<file path="src/rfct_map.vh">
// Register map and timing constants of the frontend countdown timers.
// Assumes an 8-bit register port with byte offsets as printed.
`ifndef RFCT_MAP_VH
`define RFCT_MAP_VH
// ****************************************
// Register offsets
// ****************************************
`define RFCT_ADDR_RUN_CTRL 7'h0e
`define RFCT_ADDR_T0_CTRL 7'h0f
`define RFCT_ADDR_T0_RELOAD_UPPER 7'h10
`define RFCT_ADDR_T0_RELOAD_LOWER 7'h11
`define RFCT_ADDR_T0_COUNT_UPPER 7'h12
`define RFCT_ADDR_T0_COUNT_LOWER 7'h13
`define RFCT_ADDR_T1_CTRL 7'h14
`define RFCT_ADDR_T1_RELOAD_UPPER 7'h15
`define RFCT_ADDR_T1_RELOAD_LOWER 7'h16
`define RFCT_ADDR_T1_COUNT_UPPER 7'h17
`define RFCT_ADDR_T1_COUNT_LOWER 7'h18
`define RFCT_ADDR_IRQ_STATUS 7'h30
`define RFCT_ADDR_IRQ_MASK 7'h31
// ****************************************
// Control field positions
// ****************************************
`define RFCT_STOP_RX_BIT 7
`define RFCT_START_HI 5
`define RFCT_START_LO 4
`define RFCT_RESTART_BIT 3
`define RFCT_CLK_HI 1
`define RFCT_CLK_LO 0
`define RFCT_CTRL_WMASK 8'hbb
`define RFCT_T0_RUN_BIT 4
`define RFCT_T1_RUN_BIT 5
`define RFCT_T0_MASK_BIT 0
`define RFCT_T1_MASK_BIT 1
// ****************************************
// Start modes and clock sources
// ****************************************
`define RFCT_START_NONE 2'h0
`define RFCT_START_TX_END 2'h1
`define RFCT_START_TRIM 2'h2
`define RFCT_START_TRIM_UF 2'h3
`define RFCT_CLK_FAST 2'h0
`define RFCT_CLK_SLOW 2'h1
`define RFCT_CLK_CASC_A 2'h2
`define RFCT_CLK_CASC_B 2'h3
// ****************************************
// Reset values and timing
// ****************************************
`define RFCT_RESET_BYTE 8'h00
`define RFCT_RX_STOP_BITS 3'h4
`define RFCT_SLOW_CLK_DIV 7'h40
`endif

</file>
<file path="src/rfct_edge_sync.v">
// Two-flop synchroniser with rising edge pulse for an asynchronous pin.
// Assumes the pin level stays stable for at least two clock periods.
module rfct_edge_sync (
  input wire clock_i,
  input wire rstn_i,
  input wire pin_i,
  output wire level_o,
  output wire rise_o
);
  reg meta_q;
  reg sync_q;
  reg last_q;
  always @(posedge clock_i or negedge rstn_i) begin
    if (!rstn_i) begin
      meta_q <= 1'b0;
      sync_q <= 1'b0;
      last_q <= 1'b0;
    end else begin
      meta_q <= pin_i;
      sync_q <= meta_q;
      last_q <= sync_q;
    end
  end
  assign level_o = sync_q;
  assign rise_o = sync_q & ~last_q;
endmodule // rfct_edge_sync

</file>
<file path="src/rfct_countdown.v">
// One 16-bit countdown timer with reload, auto restart and start modes.
// Assumes tick_i, start and stop pulses are one clock wide on clock_i.
`include "rfct_map.vh"
module rfct_countdown (
  input wire clock_i,
  input wire rstn_i,
  input wire [7:0] ctrl_i,
  input wire [15:0] reload_i,
  input wire tick_i,
  input wire sw_start_i,
  input wire sw_stop_i,
  input wire tx_end_i,
  input wire rx_bits_i,
  input wire trim_rise_i,
  output reg running_o,
  output reg underflow_o,
  output reg [15:0] count_o
);
  wire [1:0] mode;
  wire trim;
  wire auto_start;
  wire start;
  wire stop;
  assign mode = ctrl_i[`RFCT_START_HI:`RFCT_START_LO];
  assign trim = mode[1];
  // In the trimming modes the same rising edge starts an idle timer and stops a running one.
  assign auto_start = (mode == `RFCT_START_TX_END && tx_end_i) || (trim && trim_rise_i && !running_o);
  assign start = sw_start_i | auto_start;
  assign stop = sw_stop_i | (trim && trim_rise_i && running_o)
    | (!trim && ctrl_i[`RFCT_STOP_RX_BIT] && rx_bits_i);
  always @(posedge clock_i or negedge rstn_i) begin
    if (!rstn_i) begin
      running_o <= 1'b0;
      underflow_o <= 1'b0;
      count_o <= 16'h0000;
    end else begin
      underflow_o <= 1'b0;
      if (start) begin
        count_o <= reload_i;
        running_o <= 1'b1;
      end else if (stop) begin
        running_o <= 1'b0;
      end else if (running_o && tick_i) begin
        if (count_o == 16'h0000) begin
          // Trimming without underflow passes zero silently, with no underflow pulse; restart or stop still applies.
          underflow_o <= (mode != `RFCT_START_TRIM);
          if (ctrl_i[`RFCT_RESTART_BIT]) begin
            count_o <= reload_i;
          end else begin
            running_o <= 1'b0;
          end
        end else begin
          count_o <= count_o - 16'h0001;
        end
      end
    end
  end
endmodule // rfct_countdown

</file>
<file path="src/rfct_timers.v">
// Two cascadable 16-bit countdown timers of a contactless reader frontend.
// Assumes an 8-bit register port and asynchronous event pins from the RF logic.
// Notes on behaviour
// A start event loads the 16-bit count from both reload bytes together.
// Writing a reload byte leaves a running count alone until the next start.
// First timer count readable at 12h high and 13h low, hardware updated.
// Software should not read count bytes during reception.
// Stop-on-receive set halts the timer after the first four received bits.
// Stop-on-receive is ignored while a trimming start mode is selected.
// Start modes: none, at transmit end, trimming, trimming with underflow.
// Auto restart reloads after zero; otherwise the timer stops at zero.
// Second timer underflow sets its interrupt request flag.
// Second timer clock: fast, slow, first timer or third timer underflow.
// Second timer control at 14h, reserved bits 6 and 2; reloads at 15h, 16h.
// Run bits 7 to 4 change only where mask bits 3 to 0 are written one.
// Run bits show counting state; writing them with mask starts or stops.
// First timer clock: fast, slow, third timer or second timer underflow.
// Reserved control bits read zero and ignore writes.
`include "rfct_map.vh"
module rfct_timers #(
  parameter SLOW_DIV = `RFCT_SLOW_CLK_DIV
) (
  input wire clock_i,
  input wire rstn_i,
  input wire [6:0] addr_i,
  input wire [7:0] wdata_i,
  input wire wr_i,
  input wire rd_i,
  input wire fast_tick_pin_i,
  input wire tx_end_pin_i,
  input wire rx_bits_pin_i,
  input wire trim_pin_i,
  input wire third_uf_pin_i,
  output reg [7:0] rdata_o,
  output reg irq_o,
  output reg t0_running_o,
  output reg t1_running_o
);
  // ****************************************
  // Input synchronisers
  // ****************************************
  wire fast_rise;
  wire tx_rise;
  wire rx_rise;
  wire trim_rise;
  wire third_rise;
  rfct_edge_sync u_fast (.clock_i(clock_i), .rstn_i(rstn_i), .pin_i(fast_tick_pin_i), .level_o(), .rise_o(fast_rise));
  rfct_edge_sync u_tx (.clock_i(clock_i), .rstn_i(rstn_i), .pin_i(tx_end_pin_i), .level_o(), .rise_o(tx_rise));
  rfct_edge_sync u_rx (.clock_i(clock_i), .rstn_i(rstn_i), .pin_i(rx_bits_pin_i), .level_o(), .rise_o(rx_rise));
  rfct_edge_sync u_trim (.clock_i(clock_i), .rstn_i(rstn_i), .pin_i(trim_pin_i), .level_o(), .rise_o(trim_rise));
  rfct_edge_sync u_third (.clock_i(clock_i), .rstn_i(rstn_i), .pin_i(third_uf_pin_i), .level_o(), .rise_o(third_rise));

  // ****************************************
  // Registers
  // ****************************************
  reg [7:0] t0_ctrl_q;
  reg [7:0] t0_rel_hi_q;
  reg [7:0] t0_rel_lo_q;
  reg [7:0] t1_ctrl_q;
  reg [7:0] t1_rel_hi_q;
  reg [7:0] t1_rel_lo_q;
  reg [1:0] irq_stat_q;
  reg [1:0] irq_mask_q;
  reg [6:0] div_q;
  reg slow_tick_q;
  reg [2:0] rx_cnt_q;
  reg rx_hit_q;
  wire t0_run;
  wire t1_run;
  wire t0_uf;
  wire t1_uf;
  wire [15:0] t0_count;
  wire [15:0] t1_count;
  wire wr_run;
  wire [1:0] irq_set;
  wire [1:0] irq_clr;

  // The clock select codes differ per timer only in the two cascade sources.
  function clk_pick;
    input [1:0] sel;
    input fast;
    input slow;
    input casc_a;
    input casc_b;
    begin
      case (sel)
        `RFCT_CLK_FAST: clk_pick = fast;
        `RFCT_CLK_SLOW: clk_pick = slow;
        `RFCT_CLK_CASC_A: clk_pick = casc_a;
        `RFCT_CLK_CASC_B: clk_pick = casc_b;
        default: clk_pick = 1'b0;
      endcase
    end
  endfunction

  assign wr_run = wr_i && (addr_i == `RFCT_ADDR_RUN_CTRL);

  // ****************************************
  // Slow tick divider
  // ****************************************
  always @(posedge clock_i or negedge rstn_i) begin
    if (!rstn_i) begin
      div_q <= 7'h00;
      slow_tick_q <= 1'b0;
    end else begin
      slow_tick_q <= 1'b0;
      if (fast_rise) begin
        if (div_q == SLOW_DIV - 7'h01) begin
          div_q <= 7'h00;
          slow_tick_q <= 1'b1;
        end else begin
          div_q <= div_q + 7'h01;
        end
      end
    end
  end

  // ****************************************
  // Received bit counter
  // ****************************************
  // Counts bit strobes after each transmit end; one hit pulse at the fourth.
  always @(posedge clock_i or negedge rstn_i) begin
    if (!rstn_i) begin
      rx_cnt_q <= 3'h0;
      rx_hit_q <= 1'b0;
    end else begin
      rx_hit_q <= 1'b0;
      if (tx_rise) begin
        rx_cnt_q <= 3'h0;
      end else if (rx_rise && rx_cnt_q != `RFCT_RX_STOP_BITS) begin
        rx_cnt_q <= rx_cnt_q + 3'h1;
        rx_hit_q <= (rx_cnt_q == `RFCT_RX_STOP_BITS - 3'h1);
      end
    end
  end

  // ****************************************
  // Timers
  // ****************************************
  rfct_countdown u_t0 (
    .clock_i(clock_i),
    .rstn_i(rstn_i),
    .ctrl_i(t0_ctrl_q),
    .reload_i({t0_rel_hi_q, t0_rel_lo_q}),
    .tick_i(clk_pick(t0_ctrl_q[`RFCT_CLK_HI:`RFCT_CLK_LO], fast_rise, slow_tick_q, third_rise, t1_uf)),
    .sw_start_i(wr_run && wdata_i[`RFCT_T0_MASK_BIT] && wdata_i[`RFCT_T0_RUN_BIT]),
    .sw_stop_i(wr_run && wdata_i[`RFCT_T0_MASK_BIT] && !wdata_i[`RFCT_T0_RUN_BIT]),
    .tx_end_i(tx_rise),
    .rx_bits_i(rx_hit_q),
    .trim_rise_i(trim_rise),
    .running_o(t0_run),
    .underflow_o(t0_uf),
    .count_o(t0_count)
  );

  rfct_countdown u_t1 (
    .clock_i(clock_i),
    .rstn_i(rstn_i),
    .ctrl_i(t1_ctrl_q),
    .reload_i({t1_rel_hi_q, t1_rel_lo_q}),
    .tick_i(clk_pick(t1_ctrl_q[`RFCT_CLK_HI:`RFCT_CLK_LO], fast_rise, slow_tick_q, t0_uf, third_rise)),
    .sw_start_i(wr_run && wdata_i[`RFCT_T1_MASK_BIT] && wdata_i[`RFCT_T1_RUN_BIT]),
    .sw_stop_i(wr_run && wdata_i[`RFCT_T1_MASK_BIT] && !wdata_i[`RFCT_T1_RUN_BIT]),
    .tx_end_i(tx_rise),
    .rx_bits_i(rx_hit_q),
    .trim_rise_i(trim_rise),
    .running_o(t1_run),
    .underflow_o(t1_uf),
    .count_o(t1_count)
  );

  // ****************************************
  // Register writes
  // ****************************************
  always @(posedge clock_i or negedge rstn_i) begin
    if (!rstn_i) begin
      t0_ctrl_q <= `RFCT_RESET_BYTE;
      t0_rel_hi_q <= `RFCT_RESET_BYTE;
      t0_rel_lo_q <= `RFCT_RESET_BYTE;
      t1_ctrl_q <= `RFCT_RESET_BYTE;
      t1_rel_hi_q <= `RFCT_RESET_BYTE;
      t1_rel_lo_q <= `RFCT_RESET_BYTE;
      irq_mask_q <= 2'h0;
    end else if (wr_i) begin
      case (addr_i)
        `RFCT_ADDR_T0_CTRL: t0_ctrl_q <= wdata_i & `RFCT_CTRL_WMASK;
        `RFCT_ADDR_T0_RELOAD_UPPER: t0_rel_hi_q <= wdata_i;
        `RFCT_ADDR_T0_RELOAD_LOWER: t0_rel_lo_q <= wdata_i;
        `RFCT_ADDR_T1_CTRL: t1_ctrl_q <= wdata_i & `RFCT_CTRL_WMASK;
        `RFCT_ADDR_T1_RELOAD_UPPER: t1_rel_hi_q <= wdata_i;
        `RFCT_ADDR_T1_RELOAD_LOWER: t1_rel_lo_q <= wdata_i;
        `RFCT_ADDR_IRQ_MASK: irq_mask_q <= wdata_i[1:0];
        default: t0_ctrl_q <= t0_ctrl_q;
      endcase
    end
  end

  // ****************************************
  // Interrupt status
  // ****************************************
  // Bit 1 is the second timer underflow flag, bit 0 the first timer's.
  // A new underflow wins over a write-one-to-clear in the same cycle.
  assign irq_set = {t1_uf, t0_uf};
  assign irq_clr = (wr_i && addr_i == `RFCT_ADDR_IRQ_STATUS) ? wdata_i[1:0] : 2'h0;
  always @(posedge clock_i or negedge rstn_i) begin
    if (!rstn_i) begin
      irq_stat_q <= 2'h0;
      irq_o <= 1'b0;
    end else begin
      irq_stat_q <= (irq_stat_q & ~irq_clr) | irq_set;
      irq_o <= |(((irq_stat_q & ~irq_clr) | irq_set) & irq_mask_q);
    end
  end

  // ****************************************
  // Register reads and run outputs
  // ****************************************
  always @(posedge clock_i or negedge rstn_i) begin
    if (!rstn_i) begin
      rdata_o <= 8'h00;
      t0_running_o <= 1'b0;
      t1_running_o <= 1'b0;
    end else begin
      t0_running_o <= t0_run;
      t1_running_o <= t1_run;
      rdata_o <= 8'h00;
      if (rd_i) begin
        case (addr_i)
          `RFCT_ADDR_RUN_CTRL: rdata_o <= {2'h0, t1_run, t0_run, 4'h0};
          `RFCT_ADDR_T0_CTRL: rdata_o <= t0_ctrl_q;
          `RFCT_ADDR_T0_RELOAD_UPPER: rdata_o <= t0_rel_hi_q;
          `RFCT_ADDR_T0_RELOAD_LOWER: rdata_o <= t0_rel_lo_q;
          `RFCT_ADDR_T0_COUNT_UPPER: rdata_o <= t0_count[15:8];
          `RFCT_ADDR_T0_COUNT_LOWER: rdata_o <= t0_count[7:0];
          `RFCT_ADDR_T1_CTRL: rdata_o <= t1_ctrl_q;
          `RFCT_ADDR_T1_RELOAD_UPPER: rdata_o <= t1_rel_hi_q;
          `RFCT_ADDR_T1_RELOAD_LOWER: rdata_o <= t1_rel_lo_q;
          `RFCT_ADDR_T1_COUNT_UPPER: rdata_o <= t1_count[15:8];
          `RFCT_ADDR_T1_COUNT_LOWER: rdata_o <= t1_count[7:0];
          `RFCT_ADDR_IRQ_STATUS: rdata_o <= {6'h00, irq_stat_q};
          `RFCT_ADDR_IRQ_MASK: rdata_o <= {6'h00, irq_mask_q};
          default: rdata_o <= 8'h00;
        endcase
      end
    end
  end
endmodule // rfct_timers

</file>
<file path="config.mk">
export PLATFORM = sky130hd
export DESIGN_NAME = rfct_timers
export DESIGN_NICKNAME = d
export VERILOG_FILES = /design/src/rfct_edge_sync.v /design/src/rfct_countdown.v /design/src/rfct_timers.v
export VERILOG_INCLUDE_DIRS = /design/src
export SDC_FILE = /design/constraint.sdc
export NUM_CORES = 1
export LEC_CHECK = 0
export BUFFER_PORTS_ARGS = -buffer_cell sky130_fd_sc_hd__buf_2
export CAP_MARGIN = 5
export CORE_ASPECT_RATIO = 0.5
export CORE_MARGIN = 5
export CORE_UTILIZATION = 40
export DETAILED_ROUTE_END_ITERATION = 7
export PLACE_DENSITY = 0.56
export REMOVE_ABC_BUFFERS = 1
export SLEW_MARGIN = 15
export SYNTH_ARGS = -nofsm -noshare
export SYNTH_HDL_FRONTEND = slang
export SYNTH_HIERARCHICAL = 1
export SYNTH_SLANG_ARGS = --single-unit
</file>
<file path="constraint.sdc">
create_clock -name clock_i -period 3 [get_ports clock_i]
set_input_delay 0 -clock clock_i [delete_from_list [all_inputs] [get_ports clock_i]]
set_output_delay 0 -clock clock_i [all_outputs]
set_load 0.01 [all_outputs]
</file>
==> run_results.csv, run 1 <==
group,metric,value,unit
setup_path,crit_required,3300,ps
setup_path,crit_path_start,"u_t1/count_o[6]",
clock_tree,post_cts_buffers,0,
timing,hold_slack,49.4,ps
setup_path,cp-start-kind,"flop",
clock_tree,root_buffer,"clkbuf_16",
timing,fin_skew,8.86,ps
job,cap_violations,0,
timing,period_minus_slack,2350,ps
yosys,netlist_area,6720,um2
timing,hold_viol,0,
clock_tree,clk_latency,420,ps
drt,routed_wl,19.0,mm
clock_tree,ctsResizeCount,0,
power_and_ir_drop,p_switching,1.96,mW
placement,routabilityCongestion,0.895,
clock_tree,numCtsBuffers,17,
setup_path,worst-setup-path-type,"flop to flop",
setup_path,path_max_fanout,18,
placement,placement.io_buffers,34,
drt,via_count,5386,
drt,ant_nets,0,
timing,setup_viol,0,
drt,via_per_inst,5.91,
power_and_ir_drop,p_per_area,735,nW/um2
drt,wl_per_cell,20.8,um
drt,drtPass1Iterations,5,
min_path,hold_path.class,"input port to flop",
setup_path,endpoint,"u_t1/count_o[13]",
power_and_ir_drop,intPower,3.79,mW
clock_tree,clockBufferDepth,2,
timing,worst_slew_pin_slew,857,ps
timing,clock.fmax,425,MHz
floorplanning,die_w,193,um
yosys,syn_inst,620,
clock_tree,cts.htree.levels,4,
power_and_ir_drop,vdd_ir_drop_max,0.000456,V
drt,drc,0,
timing,maxSlewHeadroom,42.8,%
clock_tree,cts_tree,"done",
power_and_ir_drop,p_leak,3.45,nW
cells_and_area,layout.nets,705,
floorplanning,dieArea,19600,um2
setup_path,reg2reg_from,"u_t1/count_o[6]",
setup_path,rr_endpoint,"u_t1/count_o[13]",
floorplanning,start_util,40.9,%
global_route,grt_max_degree,64,
setup_path,r2r_setup_slack,650,ps
placement,dp_hpwl,13.5,mm
setup_path,crit_path_end_kind,"flop",
global_route,grt_first_pass_wirelength,30.5,mm
floorplanning,num_rows,33,
clock_tree,clock-sinks,122,
power_and_ir_drop,pwr-share-comb,23.0,%
timing,setup-tns-final,0,ps
clock_tree,clkTransAtPathRegs,60,ps
timing,period_share,78.4,%
yosys,synth_area_per_cell,10.8,um2
global_route,antenna_found_initial,0,
global_route,grt_usage,20.1,%
timing,final_max_slew_viol_count,0,
floorplanning,core,16400,um2
power_and_ir_drop,power_frac_clock,34.8,%
power_and_ir_drop,sw_frac_of_total,34.0,%
floorplanning,die-height,102,um
cells_and_area,drive_above_1_share,23.6,%
setup_path,rr_worst_depth,5,
global_route,overflow,0,
cells_and_area,syn_to_final_growth,16.4,%
cells_and_area,antenna_cells,0,
cells_and_area,final_common_cell,"dfrtp_1",
floorplanning,num_io_pins,35,
drt,drtIter0Drc,551,
power_and_ir_drop,seq_power_share,42.2,%
yosys,synth_warnings,6,
global_route,grt_pass1_vias,5146,
setup_path,crit_arrival,2650,ps
cells_and_area,layout_common_cells,"122 x dfrtp_1, 49 x mux2_2, 38 x nand2_1",
status,status,"finished, final reports clean",
timing,rsz0062_at_grt,"false",
[worst max-delay path, cell delays in order (launching register included)]
cell and delay (ps):
dfrtp_1 480, nor4_2 480, and4_1 460, nand2b_2 400, o21ai_0 190, a22o_1 210
[timing repair]
action                                  CTS  global route
hold buffers                             12             0
hold endpoints to repair                 97             0
endpoints found under the setup margin    0             0
[routing by layer]
| layer | vias to the layer above | global-route usage, % | wire, um |
|---|---|---|---|
| met5 | - | 0 | 0 |
| met4 | 0 | 5.66 | 244 |
| met3 | 24 | 5.68 | 1370 |
| met2 | 182 | 29.5 | 8230 |
| met1 | 2727 | 29.2 | 9130 |
| li1 | 2453 | - | - |
[cell type report]
type,instances,area (um2)
Clock buffer,17,425
Clock inverter,14,150
Fill cell,1538,8620
Inverter,28,105
Multi-Input combinational cell,441,3370
Sequential cell,122,3050
Tap cell,227,284
Timing Repair Buffer,63,433
[power by group through the flow]
stage / Sequential, mW / Combinational [mW] / Clock (mW)
detailed placement: 2.44 / 1.29 / 0
CTS: 2.42 / 1.31 / 2.04
global route: 2.47 / 1.47 / 2.13
floorplan: 2.27 / 0.926 / 0
finish: 2.42 / 1.32 / 2.00
global placement: 2.44 / 1.27 / 0
[flip-flops by register name (all words and copies together), names as in the netlist, 7 cells and up]
name,flops
u_t1/count_o,16
div_q,7
rdata_o,8
u_t0/count_o,16
t0_rel_lo_q,8
t0_rel_hi_q,8
t1_rel_hi_q,8
t1_rel_lo_q,8
[per-stage QoR]
stage	std cells	utilization [%]	area (um2)	worst slack, ps	power, mW
finish	912	47.6	7820	649	5.75
detailed placement	869	43.3	7120	725	3.73
floorplan	591	-	6520	745	3.20
global route	912	47.6	7820	516	6.07
global placement	869	43.3	7120	717	3.71
CTS	912	47.6	7820	681	5.76
[worst min path at each step]
stage,start,endpoint,slack (ps),cells after the start
global route,wdata_i[0],t0_ctrl_q[0],30,2
finish,wdata_i[0],t0_ctrl_q[0],50,2
floorplan,rstn_i,div_q[0],-300,0
CTS,wdata_i[0],t0_ctrl_q[0],20,2
detailed placement,tx_end_pin_i,u_tx/meta_q,110,1
global placement,fast_tick_pin_i,u_fast/meta_q,110,1
(Power assumes the default switching activity.)
==> run 2: changes to the inputs <==
- clock period: 3 -> 2.2 ns (I/O delays scaled with it)
==> run 2 against run 1 <==
Net effect: critical path depth unchanged; core utilization is 2.7 points higher; non-clock buffer count grew 49; sequential power rose by 28%; highest routed layer unchanged; sequential share of layout area decreased by 2.1 points; setup slack got worse by 480 ps; largest cell class unchanged; worst hold slack worse by 13 ps; register-to-register slack got worse by 480 ps; combinational power is 86% higher.
==> run_results.csv, run 2 (synthesis gave the netlist of run 1 again) <==
group,metric,value,unit
floorplanning,die-height,102,um
placement,routabilityCongestion,0.893,
timing,setup-tns-final,0,ps
power_and_ir_drop,intPower,5.51,mW
power_and_ir_drop,p_total,8.31,mW
drt,drtPass1Iterations,5,
power_and_ir_drop,vdd_ir_drop_max,0.000563,V
setup_path,crit_path_start,"u_t1/count_o[4]",
global_route,grt_first_pass_wirelength,31.9,mm
status,status,"finished, final reports clean",
floorplanning,num_io_pins,35,
clock_tree,numCtsBuffers,17,
global_route,grt_max_degree,44,
setup_path,rr_endpoint,"u_t1/underflow_o",
floorplanning,core,16400,um2
setup_path,cp-start-kind,"flop",
drt,via_count,5588,
job,cap_violations,0,
timing,worst_slew_pin_slew,525,ps
placement,place_area,7570,um2
setup_path,rr_worst_depth,5,
setup_path,path_buf_inv,1,
clock_tree,clock-sinks,122,
setup_path,r2r_setup_slack,170,ps
cells_and_area,fin_area,8260,um2
placement,dp_hpwl,14.4,mm
drt,drc,0,
setup_path,crit_path_end_kind,"flop",
timing,fin_skew,13.0,ps
min_path,hold_path.class,"input port to flop",
clock_tree,clk_latency,420,ps
drt,drtIter0Drc,635,
cells_and_area,syn_to_final_growth,23.0,%
clock_tree,root_buffer,"clkbuf_16",
floorplanning,num_rows,33,
cells_and_area,final_util,50.3,%
floorplanning,die_w,193,um
cells_and_area,multiInputGateArea,3370,um2
drt,ant_nets,0,
power_and_ir_drop,p_switching,2.79,mW
cells_and_area,antenna_cells,0,
power_and_ir_drop,p_leak,3.72,nW
power_and_ir_drop,seq_power_share,37.3,%
setup_path,crit_required,2450,ps
setup_path,reg2reg_from,"u_t1/count_o[4]",
power_and_ir_drop,pwr-share-comb,29.5,%
global_route,grt_usage,21.1,%
setup_path,crit_slowest_cell,"a2111oi_0",
clock_tree,clkTransAtPathRegs,60,ps
cells_and_area,layout_common_cells,"122 x dfrtp_1, 61 x buf_4, 49 x mux2_2, 38 x nand2_1",
timing,hold_slack,36.3,ps
setup_path,cp.depth,5,
timing,clock.fmax,494,MHz
floorplanning,dieArea,19600,um2
timing,period_minus_slack,2030,ps
setup_path,path_max_fanout,4,
global_route,grt_pass1_vias,5545,
setup_path,worst-setup-path-type,"flop to flop",
timing,hold_viol,0,
drt,via_per_inst,5.81,
cells_and_area,final_common_cell,"dfrtp_1",
timing,maxSlewHeadroom,64.1,%
cells_and_area,drive_above_1_share,28.7,%
timing,period_share,92.1,%
cells_and_area,regArea,3050,um2
cells_and_area,fill_cells,1527,
timing,rsz0062_at_grt,"false",
setup_path,crit_chain,"nor4_1 -> and4_1 -> buf_4 -> nand2_1 -> a2111oi_0",
global_route,overflow,0,
drt,wl_per_cell,20.9,um
power_and_ir_drop,sw_frac_of_total,33.6,%
clock_tree,clockBufferDepth,2,
placement,placement.io_buffers,34,
drt,routed_wl,20.1,mm
setup_path,endpoint,"u_t1/underflow_o",
clock_tree,cts.htree.levels,4,
setup_path,max_stage_delay,510,ps
cells_and_area,layout.nets,754,
global_route,antenna_found_initial,0,
clock_tree,post_cts_buffers,0,
setup_path,cp_top_family,"simple AND/OR/NAND/NOR gates",
power_and_ir_drop,power_frac_clock,33.2,%
floorplanning,start_util,40.9,%
cells_and_area,top_regs,"u_t0/count_o (16), u_t1/count_o (16)",
power_and_ir_drop,p_per_area,1010,nW/um2
timing,final_max_slew_viol_count,0,
timing,setup_viol,0,
setup_path,crit_arrival,2280,ps
clock_tree,cts_tree,"done",
==> run 2: repair_timing <==
action	4_1_cts	5_1_grt
hold endpoints to repair	135	0
resized for setup	0	0
hold buffers	11	0
==> run 2: worst min path at each step <==
stage               start              to  slack (ps)  cells past startpoint
6_report             rd_i      rdata_o[1]          40                      4
5_1_grt        wdata_i[5]  t1_rel_lo_q[5]          40                      3
4_1_cts         addr_i[3]   irq_stat_q[0]          20                      4
3_5_place_dp       rstn_i  t1_rel_lo_q[1]           1                      1
3_3_place_gp       rstn_i        div_q[1]         0.5                      1
2_1_floorplan      rstn_i        div_q[0]        -300                      0
==> run 2: tightest hold or removal path, stage by stage <==
cell and delay [ps]:
buf_2 110, nand4_1 60, buf_4 160, a32oi_1 70
==> run 2: power by group through the flow <==
stage / combinational, mW / clock (mW) / sequential [mW]
after floorplan: 1.26 / 0 / 3.10
after global placement: 2.37 / 0 / 3.12
after detailed placement: 2.40 / 0 / 3.12
after CTS: 2.43 / 2.82 / 3.09
after global routing: 2.69 / 2.92 / 3.15
final: 2.45 / 2.76 / 3.10
==> run 2: area by class of cell <==
class	count	share of cell area, %
Multi-Input combinational cell	441	40.8
Sequential cell	122	37.0
Timing Repair Buffer	112	10.6
Clock buffer	19	5.24
Tap cell	227	3.44
Clock inverter	13	1.76
Inverter	28	1.27
==> run 2: per-stage QoR <==
step           setup slack (ps)  std cells
2_1_floorplan             -55.2        591
3_3_place_gp                262        919
3_5_place_dp                236        919
4_1_cts                     191        962
5_1_grt                    14.0        962
6_report                    174        962
==> run 2: metal layers <==
metal,vias to the layer above,share of wire (%),global-route usage [%]
met5,-,0,0
met4,0,1.2,5.71
met3,21,8.0,5.25
met2,247,43,31.7
met1,2765,48,30.6
li1,2555,-,-
